$ cat src/option_cfg_pkg.sv
/*
 option_cfg_pkg: field positions, erased and default values, load states
 for the option byte decoder. assumes one clock domain, active-low reset.
*/
package option_cfg_pkg;

    localparam int unsigned BYTE_W = 8;

    // byte 0 fields
    localparam int unsigned B0_READOUT_PROTECT_POS = 0;
    localparam int unsigned B0_IRQ_MAP_POS         = 1;
    localparam int unsigned B0_RSVD_LSB            = 2;

    // byte 1 fields
    localparam int unsigned B1_WDG_SOFT_POS  = 0;
    localparam int unsigned B1_WATCHDOG_HALT_RESET_POS  = 1;
    localparam int unsigned B1_SUPPLY_LSB    = 2;
    localparam int unsigned B1_OSC_LSB       = 4;
    localparam int unsigned B1_CLK_FILT_POS  = 7;

    localparam logic [7:0] ERASED_BYTE   = 8'hFF;
    localparam logic [7:0] WIPED_BYTE    = 8'h00;
    localparam logic [7:0] ROM_BYTE0_DEF = 8'hFE;
    localparam logic [7:0] ROM_BYTE1_DEF = 8'hEF;

    // option byte select on the programming port
    localparam logic SEL_BYTE0 = 1'b0;
    localparam logic SEL_BYTE1 = 1'b1;

    // oscillator one-hot positions
    localparam int unsigned OSC_HS     = 0;
    localparam int unsigned OSC_MS     = 1;
    localparam int unsigned OSC_MP     = 2;
    localparam int unsigned OSC_LP     = 3;
    localparam int unsigned OSC_EXT_RC = 4;
    localparam int unsigned OSC_INT_RC = 5;
    localparam int unsigned OSC_EXT_CK = 6;
    localparam int unsigned OSC_N      = 7;

    // supply-drop threshold one-hot positions
    localparam int unsigned THR_LOW  = 0;
    localparam int unsigned THR_MED  = 1;
    localparam int unsigned THR_HIGH = 2;
    localparam int unsigned THR_N    = 3;

    localparam int unsigned PA_N = 8;
    localparam int unsigned PB_N = 8;
    localparam int unsigned PC_N = 6;
    localparam int unsigned IRQ_LINES = PA_N + PB_N + PC_N;

    localparam int unsigned SYNC_STAGES = 3;

    typedef enum logic [1:0] {
        ST_LOAD = 2'b01,
        ST_RUN  = 2'b10
    } load_state_e;

endpackage

$ cat src/option_byte_config_decoder.sv
/*
 option_byte_config_decoder: holds the two option bytes, serves the
 programming port, and latches decoded hardware settings after reset.
 assumes programming-port pins come from outside the clock domain and
 halt / watchdog inputs come from logic on clk.
*/
`timescale 1ns/10ps
module option_byte_config_decoder #(
    parameter bit         ROM_CODED = 1'b0,
    parameter logic [7:0] ROM_BYTE0 = option_cfg_pkg::ROM_BYTE0_DEF,
    parameter logic [7:0] ROM_BYTE1 = option_cfg_pkg::ROM_BYTE1_DEF
) (
    input  wire logic                                  clk,
    input  wire logic                                  rst_b,
    input  wire logic                                  prog_mode,
    input  wire logic                                  prog_wr,
    input  wire logic                                  prog_rd,
    input  wire logic                                  prog_sel,
    input  wire logic [7:0]                            prog_wdata,
    output logic      [7:0]                            prog_rdata,
    output logic                                       prog_rvalid,
    output logic                                       mem_wipe,
    input  wire logic                                  halt_req,
    input  wire logic                                  watchdog_sw_on,
    output logic                                       readout_protect,
    output logic                                       clock_glitch_filter,
    output logic [option_cfg_pkg::OSC_N-1:0]           osc_source_sel,
    output logic                                       supply_drop_detector,
    output logic [option_cfg_pkg::THR_N-1:0]           supply_drop_threshold_sel,
    output logic [option_cfg_pkg::IRQ_LINES-1:0]       irq_vec0_lines,
    output logic [option_cfg_pkg::IRQ_LINES-1:0]       irq_vec1_lines,
    output logic                                       watchdog_enable,
    output logic                                       halt_wdg_reset,
    output logic                                       halt_enter
);
    logic [11:0] pin_lvl;
    logic        mode_f;
    logic        sel_f;
    logic [7:0]  wdata_f;
    logic        wr_f;
    logic        rd_f;
    logic        wr_d_reg;
    logic        rd_d_reg;
    logic        wr_edge;
    logic        rd_edge;
    logic [7:0]  nv0_reg;
    logic [7:0]  nv1_reg;
    logic [7:0]  nv0_next;
    logic [7:0]  nv1_next;
    logic [7:0]  eff0;
    logic [7:0]  eff1;
    logic        wr_ok;
    logic        wipe_hit;
    logic [7:0]  rdata_next;
    logic        loading;
    option_cfg_pkg::load_state_e state_reg;

    logic                                  prot_reg;
    logic                                  cf_reg;
    logic [option_cfg_pkg::OSC_N-1:0]      osc_reg;
    logic [option_cfg_pkg::OSC_N-1:0]      osc_next;
    logic                                  sdd_reg;
    logic [option_cfg_pkg::THR_N-1:0]      thr_reg;
    logic [option_cfg_pkg::THR_N-1:0]      thr_next;
    logic                                  map_reg;
    logic                                  watchdog_halt_reset_reg;
    logic                                  wdg_soft_reg;
    logic                                  sw_en_reg;
    logic                                  wdg_en_reg;
    logic [7:0]                            rdata_reg;
    logic                                  rvalid_reg;
    logic                                  wipe_reg;
    logic                                  hreset_reg;
    logic                                  henter_reg;
    logic [option_cfg_pkg::IRQ_LINES-1:0]  v0_reg;
    logic [option_cfg_pkg::IRQ_LINES-1:0]  v1_reg;

    // select and data ride the same synchroniser as the strobes;
    // the tool must settle them a cycle before the strobe rises
    pin_sync3 #(
        .WIDTH (12)
    ) u_pin_sync (
        .clk       (clk),
        .rst_b     (rst_b),
        .pin_in    ({prog_mode, prog_wr, prog_rd, prog_sel, prog_wdata}),
        .level_out (pin_lvl)
    );

    assign mode_f  = pin_lvl[11];
    assign wr_f    = pin_lvl[10];
    assign rd_f    = pin_lvl[9];
    assign sel_f   = pin_lvl[8];
    assign wdata_f = pin_lvl[7:0];
    assign wr_edge = wr_f & ~wr_d_reg;
    assign rd_edge = rd_f & ~rd_d_reg;

    // no memory-map port exists; only the programming port reaches the bytes
    assign wr_ok    = wr_edge & mode_f & ~ROM_CODED;
    // a 1->0 change of the protect bit wipes instead of storing
    assign wipe_hit = wr_ok & (sel_f == option_cfg_pkg::SEL_BYTE0)
                    & nv0_reg[option_cfg_pkg::B0_READOUT_PROTECT_POS]
                    & ~wdata_f[option_cfg_pkg::B0_READOUT_PROTECT_POS];

    // reserved bits stored as the tool writes them; tool supplies ones
    assign nv0_next = wipe_hit ? option_cfg_pkg::WIPED_BYTE :
                      (wr_ok & (sel_f == option_cfg_pkg::SEL_BYTE0)) ? wdata_f : nv0_reg;
    assign nv1_next = wipe_hit ? option_cfg_pkg::WIPED_BYTE :
                      (wr_ok & (sel_f == option_cfg_pkg::SEL_BYTE1)) ? wdata_f : nv1_reg;

    // factory-coded parts ignore the cells entirely
    assign eff0 = ROM_CODED ? ROM_BYTE0 : nv0_reg;
    assign eff1 = ROM_CODED ? ROM_BYTE1 : nv1_reg;

    assign rdata_next = (sel_f == option_cfg_pkg::SEL_BYTE0) ? eff0 : eff1;
    assign loading    = (state_reg == option_cfg_pkg::ST_LOAD);

    always_comb begin
        osc_next = '0;
        unique casez (eff1[option_cfg_pkg::B1_OSC_LSB +: 3])
            3'b111:  osc_next[option_cfg_pkg::OSC_EXT_CK] = 1'b1;
            3'b110:  osc_next[option_cfg_pkg::OSC_INT_RC] = 1'b1;
            3'b10?:  osc_next[option_cfg_pkg::OSC_EXT_RC] = 1'b1;
            3'b011:  osc_next[option_cfg_pkg::OSC_LP]     = 1'b1;
            3'b010:  osc_next[option_cfg_pkg::OSC_MP]     = 1'b1;
            3'b001:  osc_next[option_cfg_pkg::OSC_MS]     = 1'b1;
            3'b000:  osc_next[option_cfg_pkg::OSC_HS]     = 1'b1;
        endcase
    end

    always_comb begin
        thr_next = '0;
        unique case (eff1[option_cfg_pkg::B1_SUPPLY_LSB +: 2])
            2'b11: thr_next = '0;
            2'b10: thr_next[option_cfg_pkg::THR_HIGH] = 1'b1;
            2'b01: thr_next[option_cfg_pkg::THR_MED]  = 1'b1;
            2'b00: thr_next[option_cfg_pkg::THR_LOW]  = 1'b1;
        endcase
    end

    // port lines: [21:16] port C, [15:8] port B, [7:0] port A
    function automatic logic [option_cfg_pkg::IRQ_LINES-1:0] vec_lines(input logic first,
                                                                       input logic map_bit);
        logic [option_cfg_pkg::IRQ_LINES-1:0] m;
        m = first ? {{option_cfg_pkg::PC_N{~map_bit}}, 8'h00, 8'hFF}
                  : {{option_cfg_pkg::PC_N{map_bit}}, 8'hFF, 8'h00};
        return m;
    endfunction

    always_ff @(posedge clk or negedge rst_b) begin
        if (!rst_b) begin
            nv0_reg <= option_cfg_pkg::ERASED_BYTE;
            nv1_reg <= option_cfg_pkg::ERASED_BYTE;
        end else begin
            nv0_reg <= nv0_next;
            nv1_reg <= nv1_next;
        end
    end

    always_ff @(posedge clk or negedge rst_b) begin
        if (!rst_b) begin
            state_reg <= option_cfg_pkg::ST_LOAD;
        end else begin
            state_reg <= option_cfg_pkg::ST_RUN;
        end
    end

    // decoded settings only move in the load cycle after reset; later
    // programming never reaches them, as reset reloads the erased bytes before the load
    always_ff @(posedge clk or negedge rst_b) begin
        if (!rst_b) begin
            prot_reg     <= 1'b1;
            cf_reg       <= 1'b0;
            osc_reg      <= '0;
            sdd_reg      <= 1'b0;
            thr_reg      <= '0;
            map_reg      <= 1'b1;
            watchdog_halt_reset_reg <= 1'b1;
            wdg_soft_reg <= 1'b1;
            v0_reg       <= '0;
            v1_reg       <= '0;
        end else if (loading) begin
            prot_reg     <= eff0[option_cfg_pkg::B0_READOUT_PROTECT_POS];
            cf_reg       <= ~eff1[option_cfg_pkg::B1_CLK_FILT_POS];
            osc_reg      <= osc_next;
            sdd_reg      <= ~&eff1[option_cfg_pkg::B1_SUPPLY_LSB +: 2];
            thr_reg      <= thr_next;
            map_reg      <= eff0[option_cfg_pkg::B0_IRQ_MAP_POS];
            watchdog_halt_reset_reg <= eff1[option_cfg_pkg::B1_WATCHDOG_HALT_RESET_POS];
            wdg_soft_reg <= eff1[option_cfg_pkg::B1_WDG_SOFT_POS];
            v0_reg       <= vec_lines(1'b1, eff0[option_cfg_pkg::B0_IRQ_MAP_POS]);
            v1_reg       <= vec_lines(1'b0, eff0[option_cfg_pkg::B0_IRQ_MAP_POS]);
        end
    end

    always_ff @(posedge clk or negedge rst_b) begin
        if (!rst_b) begin
            wr_d_reg   <= 1'b0;
            rd_d_reg   <= 1'b0;
            rdata_reg  <= '0;
            rvalid_reg <= 1'b0;
            wipe_reg   <= 1'b0;
        end else begin
            wr_d_reg   <= wr_f;
            rd_d_reg   <= rd_f;
            rvalid_reg <= rd_edge & mode_f;
            wipe_reg   <= wipe_hit;
            if (rd_edge && mode_f) begin
                rdata_reg <= rdata_next;
            end
        end
    end

    // software enable is sticky until reset, as a watchdog start should be
    always_ff @(posedge clk or negedge rst_b) begin
        if (!rst_b) begin
            sw_en_reg  <= 1'b0;
            wdg_en_reg <= 1'b0;
            hreset_reg <= 1'b0;
            henter_reg <= 1'b0;
        end else begin
            sw_en_reg  <= sw_en_reg | watchdog_sw_on;
            wdg_en_reg <= ~loading & (~wdg_soft_reg | sw_en_reg);
            hreset_reg <= halt_req & wdg_en_reg & watchdog_halt_reset_reg;
            henter_reg <= halt_req & ~(wdg_en_reg & watchdog_halt_reset_reg);
        end
    end

    assign prog_rdata                = rdata_reg;
    assign prog_rvalid               = rvalid_reg;
    assign mem_wipe                  = wipe_reg;
    assign readout_protect           = prot_reg;
    assign clock_glitch_filter       = cf_reg;
    assign osc_source_sel            = osc_reg;
    assign supply_drop_detector      = sdd_reg;
    assign supply_drop_threshold_sel = thr_reg;
    assign irq_vec0_lines            = v0_reg;
    assign irq_vec1_lines            = v1_reg;
    assign watchdog_enable           = wdg_en_reg;
    assign halt_wdg_reset            = hreset_reg;
    assign halt_enter                = henter_reg;
endmodule

$ cat src/pin_sync3.sv
/*
 pin_sync3: three-flop synchroniser with agreement filter for pin inputs.
 assumes the inputs are asynchronous levels held for several clocks.
*/
`timescale 1ns/10ps
module pin_sync3 #(
    parameter int unsigned WIDTH = 1
) (
    input  wire logic             clk,
    input  wire logic             rst_b,
    input  wire logic [WIDTH-1:0] pin_in,
    output logic      [WIDTH-1:0] level_out
);
    logic [WIDTH-1:0] s1_reg;
    logic [WIDTH-1:0] s2_reg;
    logic [WIDTH-1:0] s3_reg;
    logic [WIDTH-1:0] level_reg;
    logic [WIDTH-1:0] level_next;

    // a change only counts once stages two and three agree
    assign level_next = (s2_reg == s3_reg) ? s3_reg : level_reg;
    assign level_out  = level_reg;

    always_ff @(posedge clk or negedge rst_b) begin
        if (!rst_b) begin
            s1_reg    <= '0;
            s2_reg    <= '0;
            s3_reg    <= '0;
            level_reg <= '0;
        end else begin
            s1_reg    <= pin_in;
            s2_reg    <= s1_reg;
            s3_reg    <= s2_reg;
            level_reg <= level_next;
        end
    end
endmodule

$ cat config.mk
export PLATFORM = sky130hd
export DESIGN_NAME = option_byte_config_decoder
export DESIGN_NICKNAME = d
export VERILOG_FILES = /design/src/option_cfg_pkg.sv /design/src/option_byte_config_decoder.sv /design/src/pin_sync3.sv
export SDC_FILE = /design/constraint.sdc
export NUM_CORES = 1
export LEC_CHECK = 0
export BUFFER_PORTS_ARGS = -buffer_cell sky130_fd_sc_hd__buf_2
export CAP_MARGIN = 0
export CELL_PAD_IN_SITES_DETAIL_PLACEMENT = 0
export CELL_PAD_IN_SITES_GLOBAL_PLACEMENT = 1
export CORE_MARGIN = 2
export CORE_UTILIZATION = 45
export CTS_CLUSTER_SIZE = 8
export DETAILED_ROUTE_END_ITERATION = 10
export HOLD_SLACK_MARGIN = 0.15
export PLACE_DENSITY = 0.89
export SYNTH_ARGS = -nofsm -noshare
export SYNTH_HDL_FRONTEND = slang
export SYNTH_SLANG_ARGS = --single-unit
$ cat constraint.sdc
create_clock -name clk -period 3.2 [get_ports clk]
set_input_delay 0.32 -clock clk [delete_from_list [all_inputs] [get_ports clk]]
set_output_delay 0.32 -clock clk [all_outputs]
set_load 0.005 [all_outputs]
## Yosys cells after proc, flatten, opt, wreduce, memory -nomap -nowiden

Cells that the tools add are included.

| operators by class | value |
|---|---|
| eq/ne operators | 10 |
| muxes and demuxes | 15 |
| bitwise operators | 24 |
| reduce and logical (&&, ||, !) cells | 7 |

Operator list:

| operator | number |
|---|---|
| two-way mux 8 bit | 5 |
| AND 1 bit | 13 |
| == test 12 bit | 1 |
| two-way mux 1 bit | 10 |
| NOT 1 bit | 9 |
| == test 3 x 2 -> 1 bit, second input constant | 2 |
| == test 3 bit, second input constant | 2 |
| == test 2 x 1 -> 1 bit, second input constant | 2 |
| == test 2 bit, second input constant | 2 |
| nonzero test 2 bit | 2 |
| == test 3 x 1 -> 1 bit, second input constant | 1 |
| zero test 3 bit | 1 |
| zero test 2 bit | 1 |
| OR 1 bit | 2 |
| AND reduction 2 bit | 1 |
| logical AND 1 bit | 1 |
| zero test 1 bit | 1 |

| storage, ports and cells | value |
|---|---|
| register bits | 115 |
| input port bits | 16 |
| word-level logic and storage cells | 81 |

## Logic depth before layout (Yosys ltp)

| logic depth | value |
|---|---|
| word-level depth | 7 |
| depth in mapped cells | 5 |
| mapped depth without buffers | 4 |

## Hierarchy

A second synthesis with hierarchy kept.

| unflattened totals | value |
|---|---|
| cells, all modules | 297 |
| area total of the unflattened synthesis | 3829.9 sq um |

By module, submodules not included:

| module | instances | cells each | area each (sq um) | seq. area each (sq um) |
|---|---|---|---|---|
| option_byte_config_decoder | 1 | 220 | 2353.5 | 1326.3 |
| pin_sync3 | 1 | 77 | 1476.4 | 1201.2 |

## Worst setup path before layout

No wires, ideal clock.

| path | value |
|---|---|
| path type | reg-to-reg |
| from | register u_pin_sync.s3_reg[9] |
| to | register u_pin_sync.level_reg[10], in the netlist u_pin_sync.level_out[10] |
| setup time | 0.125 ns |
| data arrival time | 1.361 ns |
| setup slack | 1.714 ns |
| cell stages (with the launch flop) | 6 |
| path buffers | 1 |
| clock period less this slack | 1.486 ns |
| cell sequence | dfrtp_1 > xor2_1 > nor4_1 > nand3_1 > buf_6 > mux2_2 |

| on the way | value |
|---|---|
| cells in the longest elaborated chain, start to end | 1 |

RTL lines:

| element | RTL line | RTL |
|---|---|---|
| start, declared | pin_sync3.sv:16 | `logic [WIDTH-1:0] s3_reg;` |
| start signal, assigned | pin_sync3.sv:33 | `s3_reg <= s2_reg;` |
| == test 12 bit | pin_sync3.sv:21 | `assign level_next = (s2_reg == s3_reg) ? s3_reg : level_reg;` |
| end signal, assigned | pin_sync3.sv:34 | `level_reg <= level_next;` |
| end, declared | pin_sync3.sv:17 | `logic [WIDTH-1:0] level_reg;` |

No other way between the ends.
A chain may end at the register's enable or synchronous reset.

## Final worst setup path

| path | value |
|---|---|
| from | register u_pin_sync.level_reg[8], in the netlist u_pin_sync.level_out[8] |
| to | register nv1_reg[1], in the netlist eff1[1] |

| on the way | value |
|---|---|
| cells in the longest elaborated chain, start to end | 5 |

RTL lines:

| element | RTL line | RTL |
|---|---|---|
| NOT 1 bit | - |  |
| AND 1 bit | option_byte_config_decoder.sv:100 | `assign wipe_hit = wr_ok & (sel_f == option_cfg_pkg::SEL_BYTE0)` |
| AND 1 bit | option_byte_config_decoder.sv:101 | `& nv0_reg[option_cfg_pkg::B0_READOUT_PROTECT_POS]` |
| AND 1 bit | option_byte_config_decoder.sv:102 | `& ~wdata_f[option_cfg_pkg::B0_READOUT_PROTECT_POS];` |
| two-way mux 8 bit / nonzero test 2 bit (equally long branches) | - |  |
| end signal, assigned | option_byte_config_decoder.sv:152 | `nv1_reg <= option_cfg_pkg::ERASED_BYTE;` |
| end signal, assigned | option_byte_config_decoder.sv:155 | `nv1_reg <= nv1_next;` |
| end, declared | option_byte_config_decoder.sv:47 | `logic [7:0] nv1_reg;` |

Several ways; a longest one is shown, not always the timed one.

==> impl_metrics.sql <==
INSERT INTO impl_metrics (metric_group, metric, value, unit) VALUES
('power_and_ir_drop', 'swShare', '0.209', ''),
('timing', 'finalSetupViolations', '0', ''),
('timing', 'hold_viol_final', '0', ''),
('die', 'io_pins', '86', ''),
('logic_synthesis', 'synth_seq_area_share', '0.667', ''),
('die', 'die_w', '95.8', 'µm'),
('route', 'detailroute.via_count', '2181', ''),
('timing', 'fmax', '0.486', 'GHz'),
('logic_synthesis', 'synth.ff_latch_count', '100', ''),
('timing', 'clock-skew-final', '0.0111', 'ns'),
('worst_setup_path', 'crit_path_cell_trace', 'nand4bb_1 -> nand2b_1 -> nand2_1 -> o21ai_0', ''),
('timing', 'timing.final.max_slew_violations', '0', ''),
('worst_setup_path', 'setup.worst_path.start_class', 'register', ''),
('timing', 'period_needed', '2.06', 'ns'),
('clock_network', 'clk_root_buffer_cell', 'clkbuf_8', ''),
('power_and_ir_drop', 'seqPwrFrac', '0.584', ''),
('die', 'die-height', '95.8', 'µm'),
('route', 'wirelength', '5.54', 'mm'),
('timing', 'grt_setup_unrepaired', 'no', ''),
('logic_synthesis', 'synthCells', '303', ''),
('route', 'detail_route.iter0.violations', '66', ''),
('timing', 'slack_of_the_critical_path', '1.14', 'ns'),
('finish', 'multiInputGateArea', '938', 'µm²'),
('power_and_ir_drop', 'vdd_drop_max', '0.417', 'mV'),
('clock_network', 'cts_made_buffers', '9', ''),
('worst_hold_path', 'worst_hold_class', 'input pin to register', ''),
('global_routing', 'grt_pass1_vias', '2047', ''),
('global_routing', 'initial_antenna_violation_count', '0', ''),
('worst_setup_path', 'crit_slowest_cell', 'nand4bb_1', ''),
('place', 'port-buffer-count', '69', ''),
('worst_setup_path', 'critical_path_peak_fanout', '16', ''),
('worst_setup_path', 'critPathMaxStageDelay', '0.65', 'ns'),
('finish', 'diodes', '0', ''),
('global_routing', 'grt_first_pass_wirelength', '9.49', 'mm'),
('worst_setup_path', 'crit_buf_inv', '0', ''),
('timing', 'final_min_period_over_clock_period', '0.643', ''),
('worst_setup_path', 'critPathArrivalTime', '2.29', 'ns'),
('place', 'place_congestion', '0.720', ''),
('worst_setup_path', 'timing.critical_path.required', '3.43', 'ns'),
('logic_synthesis', 'synth.lib_cells_used.distinct', '30', ''),
('finish', 'drive_above_1_share', '0.324', ''),
('logic_synthesis', 'mean_syn_cell_area', '12.5', 'µm²'),
('worst_setup_path', 'end_kind', 'register', ''),
('finish', 'n_fill_cell', '731', ''),
('global_routing', 'gr-total-overflow', '0', ''),
('timing', 'setup-tns-final', '0', 'ns'),
('route', 'drt-pass1-iter-count', '4', ''),
('clock_network', 'number_of_h_tree_levels', '3', ''),
('finish', 'ff_latch_area', '2530', 'µm²'),
('power_and_ir_drop', 'p_total', '2.26', 'mW'),
('route', 'routed_len_inst', '11.7', 'µm'),
('power_and_ir_drop', 'total_net_switching_power', '471', 'µW'),
('route', 'detail-route-antenna-nets', '0', ''),
('power_and_ir_drop', 'intPower', '1.79', 'mW'),
('clock_network', 'worst_skew_pair.late_latency', '0.35', 'ns'),
('logic_synthesis', 'netlist_area', '3790', 'µm²'),
('place', 'dpl.hpwl', '3.84', 'mm'),
('clock_network', 'clockBufferDepth', '2', ''),
('power_and_ir_drop', 'p_leak', '2.04', 'nW'),
('clock_network', 'clock_input_transition_at_the_sequential_cells_of_the_worst_setup_and_hold_paths', '0.09', 'ns'),
('route', 'viasPerCell', '4.62', ''),
('die', 'floorplan.initialDensity', '0.463', ''),
('finish', 'finish.net_count', '378', ''),
('worst_setup_path', 'setup.worst_path.class', 'register to register', ''),
('timing', 'timing_worst_slew_pin_value', '0.922', 'ns'),
('status', 'status', 'completed', ''),
('power_and_ir_drop', 'pwr-share-clk', '0.374', ''),
('power_and_ir_drop', 'combinationalPowerShare', '0.043', ''),
('place', 'detailedPlace.worstSlack', '1.14', 'ns'),
('die', 'row_count', '33', ''),
('timing', 'worst_slew_margin_rel', '0.385', ''),
('global_routing', 'grt.total_usage', '0.134', ''),
('route', 'drt_drc_violations_left', '0', ''),
('power_and_ir_drop', 'power.density_cell_area', '520', 'nW/µm²'),
('finish', 'synthToLayoutAreaGrowth', '14.7', '%'),
('die', 'fp.dieArea', '9170', 'µm²'),
('clock_network', 'tritoncts_num_sinks', '100', ''),
('job', 'cap_viol_max_count', '0', ''),
('worst_setup_path', 'cp_top_family', 'simple AND/OR/NAND/NOR gates', ''),
('logic_synthesis', 'ys_warn_count', '0', ''),
('clock_network', 'cts_setup_buffers', '0', ''),
('timing', 'finalHoldWorstSlack', '0.211', 'ns'),
('die', 'core-area', '8180', 'µm²'),
('global_routing', 'grt_max_degree', '62', ''),
('clock_network', 'tritoncts', 'built', '');
==> synth_stat cells <==
cell       count  area [µm²]
conb_1         2        7.51
mux2_2        14         158
nand2b_1       5        31.3
nand4bb_1      1        11.3
o41ai_1        2        17.5
buf_4         41         308
nor2b_1        2        12.5
mux2i_1        8        80.1
a21boi_0       1        7.51
buf_6          1        11.3
o2111ai_1      1        8.76
nand3b_1       1        7.51
dfrtp_1       80        2000
clkbuf_1       7        26.3
nand3_1        3        15.0
o21ai_0       29         145
nor4_1         3        18.8
and3_1         1        6.26
buf_2          3        15.0
nor2_1         1        3.75
a31oi_1        1        6.26
nand2_1       52         195
xor2_1        12         105
nor3_1         1        5.00
dfstp_2       20         526
a22o_1         2        17.5
or2_2          1        6.26
a21oi_1        1        5.00
o31ai_1        1        7.51
inv_1          6        22.5
==> worst paths after layout <==
path                                             end  cells after the start               startpoint  slack, ns
worst max-delay path                         eff1[1]                      4  u_pin_sync.level_out[8]       1.14
min in group asynchronous              prog_rdata[2]                      2                    rst_b       0.59
max in group asynchronous                    eff0[4]                      3                    rst_b       1.87
worst min-delay path                  halt_wdg_reset                      2                 halt_req       0.21
worst max register to register               eff1[1]                      4  u_pin_sync.level_out[8]       1.14
worst min register to register  u_pin_sync.s2_reg[4]                      0     u_pin_sync.s1_reg[4]       0.36
==> per-layer routing <==
| layer | routed length, µm | up-vias | global-route usage |
|---|---|---|---|
| met5 | 0 | - | 0 |
| met4 | 64 | 0 | 0.0393 |
| met3 | 408 | 7 | 0.0439 |
| met2 | 2660 | 81 | 0.229 |
| met1 | 2410 | 1040 | 0.164 |
| li1 | - | 1053 | - |
==> layout make-up <==
type,count,area share
clock buffer,11,0.0302
clock inverter,5,0.0196
inverter,6,0.00518
multi-input combinational,161,0.216
sequential,100,0.582
tap,105,0.0302
timing repair buffer,84,0.117
==> kinds of logic after synthesis <==
kind of cell | count (synthesis) | share of synthesized area
AO/OA/AOI/OAI | 38 | 0.0568
multiplexers | 22 | 0.0627
other | 2 | 0.00198
AND/OR/NAND/NOR | 71 | 0.0826
XOR/XNOR | 12 | 0.0277
flip-flops | 100 | 0.667
buffers and inverters | 58 | 0.101
==> power by group through the flow <==
stage / Combinational, mW / Sequential (mW) / Clock [mW]
3_5_place_dp: 0.0854 / 1.34 / 0
6_report: 0.0961 / 1.32 / 0.843
5_1_grt: 0.112 / 1.32 / 0.923
2_1_floorplan: 0.0556 / 1.34 / 0
3_3_place_gp: 0.0834 / 1.34 / 0
4_1_cts: 0.0985 / 1.32 / 0.870
==> layout by cell type (no fill, tap or decap), types with 9 or more instances in the layout <==
| master | synthesis | layout |
|---|---|---|
| dfrtp_1 | 80 | 80 |
| buf_2 | 3 | 68 |
| nand2_1 | 52 | 52 |
| o21ai_0 | 29 | 29 |
| dfstp_2 | 20 | 20 |
| conb_1 | 2 | 18 |
| mux2_2 | 14 | 14 |
| dlygate4sd3_1 | 0 | 14 |
| xor2_1 | 12 | 12 |
| clkbuf_8 | 0 | 9 |
==> what timing repair did <==
action / CTS / global route
hold buffers: 14 / 0
endpoints found under the hold margin: 59 / 0
gates resized for setup: 0 / 0
==> per-stage QoR <==
| step | std cells | utilization | cell area, µm² |
|---|---|---|---|
| 6_report | 472 | 0.531 | 4340 |
| 5_1_grt | 472 | 0.531 | 4340 |
| 4_1_cts | 472 | 0.531 | 4340 |
| 3_3_place_gp | 442 | 0.488 | 3990 |
| 3_5_place_dp | 442 | 0.488 | 3990 |
| 2_1_floorplan | 319 | - | 3850 |
Power figures use the tool's default switching activity.
